===== config.mk =====
export PLATFORM = sky130hd
export DESIGN_NAME = ccdc_top
export DESIGN_NICKNAME = d
export VERILOG_FILES = /design/src/hw/ccdc_pkg.sv /design/src/hw/ccdc_top.sv
export SDC_FILE = /design/constraint.sdc
export NUM_CORES = 1
export LEC_CHECK = 0
export ABC_AREA = 1
export BUFFER_PORTS_ARGS = -buffer_cell sky130_fd_sc_hd__buf_2
export CORE_AREA = 2 2 182 273
export DETAILED_ROUTE_END_ITERATION = 8
export DIE_AREA = 0 0 184 275
export MAX_ROUTING_LAYER = met4
export PLACE_DENSITY = 0.73
export SYNTH_ARGS = -nofsm -noshare
export SYNTH_HDL_FRONTEND = slang
export SYNTH_SLANG_ARGS = --single-unit

===== constraint.sdc =====
create_clock -name CORE_CLK_IN -period 63.5 [get_ports CORE_CLK_IN]
set_input_delay 12.7 -clock CORE_CLK_IN [delete_from_list [all_inputs] [get_ports CORE_CLK_IN]]
set_output_delay 12.7 -clock CORE_CLK_IN [all_outputs]
set_load 0.02 [all_outputs]

===== src/hw/ccdc_pkg.sv =====
// Package: constants for the clock output and converter control block
package ccdc_pkg;
    // ========================================
    // Control register bit positions
    localparam int CTRL_DSP_EN_BIT = 10;
    localparam int CTRL_CODEC_EN_BIT = 11;
    // ========================================
    // Output clock configuration cell bit positions
    localparam int OCC_BYPASS_BIT = 8;
    localparam int OCC_EXTRA_DIV2_BIT = 17;
    localparam logic [23:0] OCC_RESET = 24'h000000;
    // ========================================
    // Converter configuration bit positions (rectifier disables)
    localparam int CCFG_RECT1_DIS_BIT = 0;
    localparam int CCFG_RECT2_DIS_BIT = 8;
    localparam logic [15:0] CCFG_RESET = 16'h0000;
    // ========================================
    // Voltage target in 100 mV steps: 2.0 V .. 3.5 V, default 3.0 V
    localparam logic [5:0] VOLT_MIN = 6'h14;
    localparam logic [5:0] VOLT_MAX = 6'h23;
    localparam logic [5:0] VOLT_DEFAULT = 6'h1E;
    // Switching frequency in 10 kHz steps: 300 .. 580 kHz
    localparam logic [5:0] FREQ_MIN = 6'h1E;
    localparam logic [5:0] FREQ_MAX = 6'h3A;
    localparam logic [5:0] FREQ_RESET = 6'h1E;
    // Crystal rate in 10 kHz units, used to derive the switching divider
    localparam int XTAL_10KHZ = 1843;
    // ========================================
    // Sample rate classes
    typedef enum logic [1:0] {
        CCDC_FS_FULL,
        CCDC_FS_HALF,
        CCDC_FS_QUARTER
    } ccdc_fs_t;
    // Converter mode
    typedef enum logic {
        CCDC_MODE_PWM,
        CCDC_MODE_PFM
    } ccdc_mode_t;
endpackage


===== src/hw/ccdc_top.sv =====
// Reference clock output and step-up converter control logic
// Functional notes
// - With DSP or codec enabled, clock output comes from synthesizer clock.
// - Scaler divides clock output by one, two or four by sample rate.
// - Divide 1 for 48/44.1/32, 2 for 24/22.05/16, 4 for 12/11.025/8 kHz.
// - Config bit 17 set adds a further divide by two.
// - Config bit 8 set bypasses the automatic scaler.
// - Config cell writes take effect only while DSP enable is set.
// - Divider settings stay in force after DSP is disabled.
// - Each converter target programmable 2.0 to 3.5 V; both reset to 3.0 V.
// - Enable pin high enables both; each also switchable by control.
// - PWM or PFM selectable per converter; PWM by default.
// - PWM clock from crystal; synchronised to codec clock when codec on.
// - PWM switching frequency selectable 300 to 580 kHz.
// - Crystal clock stops when no PWM converter and no other user.
// - Rectifier on when switch node above output, off at low current.
// - Disabled converter holds its P-channel rectifier on.
// - Converter config bits 8 and 0 disable the rectifier switches.
// - Enable pin from both-off starts converters in PWM at 3.0 V.
// - Power good rises when both nominal; falls when both 200 mV low.
`timescale 1ns/1ps
module ccdc_top #(
    parameter int VOLT_W = 6
) (
    // Clock and reset
    input wire logic CORE_CLK_IN,
    input wire logic RST_IN,
    // Control register enables
    input wire logic DSP_EN_IN,
    input wire logic CODEC_EN_IN,
    // Clock path: synthesizer clock as sampled level, sample rate class
    input wire logic SYNTH_CLK_IN,
    input wire logic [1:0] FS_CLASS_IN,
    // Output clock configuration cell write
    input wire logic OCC_WR_IN,
    input wire logic [23:0] OCC_DATA_IN,
    // Converter control
    input wire logic CONV_ENABLE_PIN_IN,
    input wire logic [1:0] CONV_ON_SET_IN,
    input wire logic [1:0] CONV_OFF_SET_IN,
    input wire logic [1:0] CONV_PFM_IN,
    input wire logic [15:0] CONV_CFG_IN,
    input wire logic [VOLT_W-1:0] VOLT1_IN,
    input wire logic [VOLT_W-1:0] VOLT2_IN,
    input wire logic VOLT_WR_IN,
    input wire logic [5:0] FREQ_IN,
    input wire logic FREQ_WR_IN,
    input wire logic CODEC_CLK_IN,
    input wire logic OTHER_XTAL_USER_IN,
    // Analog comparator results, per converter
    input wire logic [1:0] NOMINAL_IN,
    input wire logic [1:0] UNDER_200MV_IN,
    input wire logic [1:0] SWNODE_ABOVE_IN,
    input wire logic [1:0] CURRENT_LOW_IN,
    // Outputs
    output logic REF_CLK_OUT,
    output logic [1:0] CONV_ACTIVE_OUT,
    output logic [1:0] CONV_PWM_OUT,
    output logic [VOLT_W-1:0] VOLT1_OUT,
    output logic [VOLT_W-1:0] VOLT2_OUT,
    output logic SW_CLK_OUT,
    output logic XTAL_RUN_OUT,
    output logic [1:0] RECT_ON_OUT,
    output logic POWER_GOOD_OUT
);
    // Targets and clamps are six bits wide; refuse any other width
    if (VOLT_W != 6) begin : g_volt_w_check
        $error("VOLT_W must be 6");
    end

    // ========================================
    // Helpers
    // Clamp a programmed value into its legal window
    function automatic logic [5:0] clamp6(input logic [5:0] v,
                                          input logic [5:0] lo,
                                          input logic [5:0] hi);
        if (v < lo) begin
            clamp6 = lo;
        end else if (v > hi) begin
            clamp6 = hi;
        end else begin
            clamp6 = v;
        end
    endfunction

    // ========================================
    // Clock output path
    logic bypass_reg;
    logic extra_div2_reg;
    logic [1:0] synth_d_reg;
    logic [2:0] div_cnt_reg;
    logic [2:0] div_cnt_next;
    logic [2:0] div_mask_reg;
    logic [2:0] div_mask_new;
    logic clk_active;
    logic synth_edge;

    // Config cell only written while DSP runs; held afterwards
    // DSP gated write
    always_ff @(posedge CORE_CLK_IN or posedge RST_IN) begin
        if (RST_IN) begin
            bypass_reg <= 1'b0;
            extra_div2_reg <= 1'b0;
        end else if (OCC_WR_IN && DSP_EN_IN) begin
            bypass_reg <= OCC_DATA_IN[ccdc_pkg::OCC_BYPASS_BIT];
            extra_div2_reg <= OCC_DATA_IN[ccdc_pkg::OCC_EXTRA_DIV2_BIT];
        end
    end

    // Division mask: count bits that must roll over per output toggle
    always_comb begin
        div_mask_new = 3'h0;
        if (!bypass_reg) begin
            case (FS_CLASS_IN)
                ccdc_pkg::CCDC_FS_HALF: div_mask_new = 3'h1;
                ccdc_pkg::CCDC_FS_QUARTER: div_mask_new = 3'h3;
                default: div_mask_new = 3'h0;
            endcase
        end
        if (extra_div2_reg) begin
            div_mask_new = {div_mask_new[1:0], 1'b1};
        end
    end

    assign clk_active = DSP_EN_IN || CODEC_EN_IN;
    // Both synth edges count, so ratio one passes the synth rate
    assign synth_edge = synth_d_reg[0] ^ synth_d_reg[1];
    assign div_cnt_next = div_cnt_reg + 3'h1;

    // Edge tracking of the synthesizer clock level
    always_ff @(posedge CORE_CLK_IN or posedge RST_IN) begin
        if (RST_IN) begin
            synth_d_reg <= 2'h0;
        end else begin
            synth_d_reg <= {synth_d_reg[0], SYNTH_CLK_IN};
        end
    end

    // Divider; a new ratio loads only when the count wraps or while the
    // output is stopped, so no shortened half period is ever produced
    always_ff @(posedge CORE_CLK_IN or posedge RST_IN) begin
        if (RST_IN) begin
            div_cnt_reg <= 3'h0;
            div_mask_reg <= 3'h0;
            REF_CLK_OUT <= 1'b0;
        end else if (!clk_active) begin
            div_cnt_reg <= 3'h0;
            div_mask_reg <= div_mask_new;
            REF_CLK_OUT <= 1'b0;
        end else if (synth_edge) begin
            if ((div_cnt_reg & div_mask_reg) == div_mask_reg) begin
                div_cnt_reg <= 3'h0;
                REF_CLK_OUT <= ~REF_CLK_OUT;
                div_mask_reg <= div_mask_new;
            end else begin
                div_cnt_reg <= div_cnt_next;
            end
        end
    end

    // ========================================
    // Converter enables, modes and targets

    // Enable pin turns both on; control sets and clears each one
    // enable sources
    always_ff @(posedge CORE_CLK_IN or posedge RST_IN) begin
        if (RST_IN) begin
            CONV_ACTIVE_OUT <= 2'h0;
        end else if (CONV_ENABLE_PIN_IN) begin
            CONV_ACTIVE_OUT <= 2'h3;
        end else begin
            CONV_ACTIVE_OUT <= (CONV_ACTIVE_OUT | CONV_ON_SET_IN)
                & ~CONV_OFF_SET_IN;
        end
    end

    // Start from both off restores defaults; otherwise control writes.
    // The pin level is used directly: a delayed edge would arrive after
    // the enables are already up and the defaults would be skipped.
    // mode select
    always_ff @(posedge CORE_CLK_IN or posedge RST_IN) begin
        if (RST_IN) begin
            CONV_PWM_OUT <= 2'h3;
            VOLT1_OUT <= ccdc_pkg::VOLT_DEFAULT;
            VOLT2_OUT <= ccdc_pkg::VOLT_DEFAULT;
        end else if (CONV_ENABLE_PIN_IN && CONV_ACTIVE_OUT == 2'h0) begin
            CONV_PWM_OUT <= 2'h3;
            VOLT1_OUT <= ccdc_pkg::VOLT_DEFAULT;
            VOLT2_OUT <= ccdc_pkg::VOLT_DEFAULT;
        end else begin
            CONV_PWM_OUT <= ~CONV_PFM_IN;
            if (VOLT_WR_IN) begin
                VOLT1_OUT <= clamp6(VOLT1_IN, ccdc_pkg::VOLT_MIN,
                                    ccdc_pkg::VOLT_MAX);
                VOLT2_OUT <= clamp6(VOLT2_IN, ccdc_pkg::VOLT_MIN,
                                    ccdc_pkg::VOLT_MAX);
            end
        end
    end

    // ========================================
    // PWM switching clock
    logic [5:0] freq_reg;
    logic [7:0] sw_cnt_reg;
    logic [7:0] sw_half;
    logic [1:0] codec_d_reg;
    logic codec_rise;

    always_ff @(posedge CORE_CLK_IN or posedge RST_IN) begin
        if (RST_IN) begin
            freq_reg <= ccdc_pkg::FREQ_RESET;
        end else if (FREQ_WR_IN) begin
            freq_reg <= clamp6(FREQ_IN, ccdc_pkg::FREQ_MIN,
                               ccdc_pkg::FREQ_MAX);
        end
    end

    // Half period in crystal ticks, counted directly as core clock cycles
    assign sw_half = 8'((ccdc_pkg::XTAL_10KHZ / 2) / int'(freq_reg));
    assign codec_rise = codec_d_reg[0] && !codec_d_reg[1];

    always_ff @(posedge CORE_CLK_IN or posedge RST_IN) begin
        if (RST_IN) begin
            codec_d_reg <= 2'h0;
        end else begin
            codec_d_reg <= {codec_d_reg[0], CODEC_CLK_IN};
        end
    end

    // Free running from crystal; restarts on codec edge when codec on
    // crystal and sync
    always_ff @(posedge CORE_CLK_IN or posedge RST_IN) begin
        if (RST_IN) begin
            sw_cnt_reg <= 8'h00;
            SW_CLK_OUT <= 1'b0;
        end else if (!XTAL_RUN_OUT || CONV_PWM_OUT == 2'h0) begin
            sw_cnt_reg <= 8'h00;
            SW_CLK_OUT <= 1'b0;
        end else if (CODEC_EN_IN && codec_rise) begin
            sw_cnt_reg <= 8'h00;
            SW_CLK_OUT <= 1'b1;
        end else if (sw_cnt_reg + 8'h01 >= sw_half) begin
            sw_cnt_reg <= 8'h00;
            SW_CLK_OUT <= ~SW_CLK_OUT;
        end else begin
            sw_cnt_reg <= sw_cnt_reg + 8'h01;
        end
    end

    // Crystal only kept running while someone needs it
    // crystal gating
    always_ff @(posedge CORE_CLK_IN or posedge RST_IN) begin
        if (RST_IN) begin
            XTAL_RUN_OUT <= 1'b1;
        end else begin
            XTAL_RUN_OUT <= |(CONV_PWM_OUT & CONV_ACTIVE_OUT)
                || OTHER_XTAL_USER_IN || clk_active;
        end
    end

    // ========================================
    // Synchronous rectifiers
    // default control
    always_ff @(posedge CORE_CLK_IN or posedge RST_IN) begin
        if (RST_IN) begin
            RECT_ON_OUT <= 2'h3;
        end else begin
            for (int i = 0; i < 2; i++) begin
                if (!CONV_ACTIVE_OUT[i]) begin
                    RECT_ON_OUT[i] <= 1'b1;
                end else if (CONV_CFG_IN[i == 0 ? ccdc_pkg::CCFG_RECT1_DIS_BIT
                                        : ccdc_pkg::CCFG_RECT2_DIS_BIT]) begin
                    RECT_ON_OUT[i] <= 1'b0;
                end else if (SWNODE_ABOVE_IN[i]) begin
                    RECT_ON_OUT[i] <= 1'b1;
                end else if (CURRENT_LOW_IN[i]) begin
                    RECT_ON_OUT[i] <= 1'b0;
                end
            end
        end
    end

    // ========================================
    // Power good; comparators are asynchronous analog levels
    logic [1:0] nom_s1_reg;
    logic [1:0] nom_s2_reg;
    logic [1:0] low_s1_reg;
    logic [1:0] low_s2_reg;

    always_ff @(posedge CORE_CLK_IN or posedge RST_IN) begin
        if (RST_IN) begin
            nom_s1_reg <= 2'h0;
            nom_s2_reg <= 2'h0;
            low_s1_reg <= 2'h0;
            low_s2_reg <= 2'h0;
        end else begin
            nom_s1_reg <= NOMINAL_IN;
            nom_s2_reg <= nom_s1_reg;
            low_s1_reg <= UNDER_200MV_IN;
            low_s2_reg <= low_s1_reg;
        end
    end

    always_ff @(posedge CORE_CLK_IN or posedge RST_IN) begin
        if (RST_IN) begin
            POWER_GOOD_OUT <= 1'b0;
        end else if (nom_s2_reg == 2'h3) begin
            POWER_GOOD_OUT <= 1'b1;
        end else if (low_s2_reg == 2'h3) begin
            POWER_GOOD_OUT <= 1'b0;
        end
    end
endmodule


==> impl_metrics.yaml <==
outcome:
  status: "completed"
grt:
  track_usage: 0.311
  grt_max_degree: 57
  antenna_found_initial: 8
  grt_pass1_wl_um: 127000
  grt_pass1_vias: 27045
  overflow: 0
clocking:
  cts_tree: "yes"
  cts_max_level: 2
  ctsHoldBuffers: 0
  cts_inserted_buffers: 5
  clock-sinks: 56
  clkSlewWorstSetupHoldPaths_ns: 0.10
  clock_path_buffers: 2
  clock-root-buffer: "clkbuf_16"
  insertion_delay_ns: 0.34
routing:
  wirelength_um: 77900
  drtAntennaViolNets: 0
  drt_pass1_iterations: 6
  drc: 0
  drt_iter0_markers: 1112
  routed_via_density: 5.45
  wire_per_inst_um: 14.7
  vias: 28804
logic_synthesis:
  syn-cell-area_mm2: 0.0267
  avgSynthCellArea_um2: 5.83
  synth_cell_types: 75
  ys_seq_area_frac: 0.0533
  async_flop_share: 1.00
  syn_inst: 4581
  syn_nets: 4823
  synth_common_cells: "1,173 x nand2_1, 593 x inv_1, 427 x nor2_1, 411 x nand3_1, 210 x nand2_2"
  ys_top_cells_by_area: "nand2_1 16%, inv_1 8.3%, nand3_1 7.7%"
  synthFlopType: "dfrtp_1"
  synth_seq_cells: 56
  synth-warning-count: 0
  synth_area_leader_cell: "nand2_1"
  synth_top_area_frac: 0.165
  synth_most_common_cell: "nand2_1"
  synth_edf_count: 0
sta:
  skew_ns: 0.0252
  hold_slack_ns: 0.359
  fin_crit_sh: 0.913
  maxSlewHeadroom: 0.460
  setup_ws_ns: 5.55
  setup_viol: 0
  tightestPinTransition_ns: 0.810
  tns_ns: 0
  final_hold_viol_count: 0
  fmax_mhz: 17.3
  finalCriticalPeriod_ns: 57.95
  drv_slew: 0
  rsz0062_at_grt: "no"
run:
  max_cap_violations: 0
floorplanning:
  die_x_um: 184
  floorplan.rows: 99
  fp.coreArea_mm2: 0.0483
  io_pins: 107
  die_area_mm2: 0.0506
  start_util: 0.553
  die_height_um: 275
place:
  numPortBuffers: 70
  pre_cts_ws_ns: 2.27
  dp_hpwl_um: 64500
  gp_congestion: 0.999
setup_path:
  cpMostUsedCell: "nand2_1"
  worstPathArrival_ns: 58.20
  start_kind: "flip-flop"
  worstSetupPathType: "flip-flop to flip-flop"
  critPathMaxStageDelay_ns: 0.50
  crit_fanout: 27
  end_kind: "flip-flop"
  critPathSlowestCell: "dfrtp_2"
  crit_required_ns: 63.75
  rrSetupSlack_ns: 5.55
min_path:
  min_path_type: "flip-flop to flip-flop"
final_layout:
  n_fill_cell: 5085
  area_growth_pct: 4.64
  fin_nets: 4918
  drive_above_1_share: 0.213
  largest_reg_flops: 8
[worst max-delay path, delay by kind of cell, from the launching register on]
family,cells,cell delay [ns]
simple gates,178,21.72
buf+inv,50,6.19
xor+xnor,1,0.14
compound gates,98,18.37
fa+ha+maj,32,10.75
flops,1,0.50
[what timing repair did]
| action | CTS | global route |
|---|---|---|
| gates resized for setup | 0 | 32 |
| setup endpoints to repair | 0 | 9 |
| buffers inserted | 0 | 18 |
| hold endpoints to repair | 0 | 0 |
[kinds of logic (layout without fill, tap and decap cells)]
| logic type | count (synthesis) | count (layout) | synth area share |
|---|---|---|---|
| buffers and inverters | 790 | 883 | 0.135 |
| multiplexers | 1 | 1 | 0.000422 |
| AO/OA/AOI/OAI | 508 | 508 | 0.110 |
| flip-flops | 56 | 56 | 0.0533 |
| adder cells (fa/ha/maj) | 157 | 157 | 0.0736 |
| other | 0 | 6 | 0 |
| XOR/XNOR | 169 | 169 | 0.0555 |
| AND/OR/NAND/NOR | 2900 | 2903 | 0.572 |
[worst paths after layout]
kind,cells past startpoint,startpoint,endpoint
max,359,freq_reg[0],sw_cnt_reg[7]
min,0,nom_s1_reg[1],nom_s2_reg[1]
max reg2reg,359,freq_reg[0],sw_cnt_reg[7]
min reg2reg,0,nom_s1_reg[1],nom_s2_reg[1]
max in group asynchronous,3,RST_IN,freq_reg[0]
min in group asynchronous,3,RST_IN,low_s2_reg[1]
[final cells by class]
class	instances	area, um^2	share of cell area
Clock inverter	3	28.8	0.00103
Antenna cell	6	15.0	0.000538
Inverter	723	2830	0.101
Multi-Input combinational cell	3738	21800	0.779
Timing Repair Buffer	151	975	0.0349
Clock buffer	5	125	0.00448
Tap cell	606	758	0.0271
Sequential cell	56	1420	0.0510
Timing Repair inverter	1	8.76	0.000314
[layer usage]
| metal | vias to the layer above | wire, um | GRT usage |
|---|---|---|---|
| met5 | - | 0 | - |
| met4 | 0 | 5460 | 0.193 |
| met3 | 290 | 2530 | 0.0255 |
| met2 | 601 | 40300 | 0.583 |
| met1 | 12900 | 29700 | 0.310 |
| li1 | 15013 | - | - |
[through the flow]
step	instance area (um^2)	util	std cells
3_5_place_dp	27500	0.569	5253
3_3_place_gp	27500	0.569	5253
4_1_cts	27600	0.572	5261
5_1_grt	27900	0.578	5289
6_report	27900	0.578	5289
2_1_floorplan	26700	-	4581
[cell usage in the layout, fill, tap and decap left out, types with 58 or more instances in the layout]
cell	synthesis	routed
xnor2_1	58	58
nand2_1	1173	1173
ha_1	157	157
nor2_2	113	114
a21oi_1	165	158
nor2_4	73	76
nand3_2	116	117
xor2_1	111	111
nor2_1	427	424
o21ai_0	182	176
inv_1	593	586
nand4_1	156	156
buf_4	4	79
nand2_2	210	210
buf_2	2	70
inv_2	65	68
nand2_4	78	77
nand3_1	411	411
Power is not shown: default switching activity piles up to over one toggle a cycle in this logic, so the estimate is an artifact.
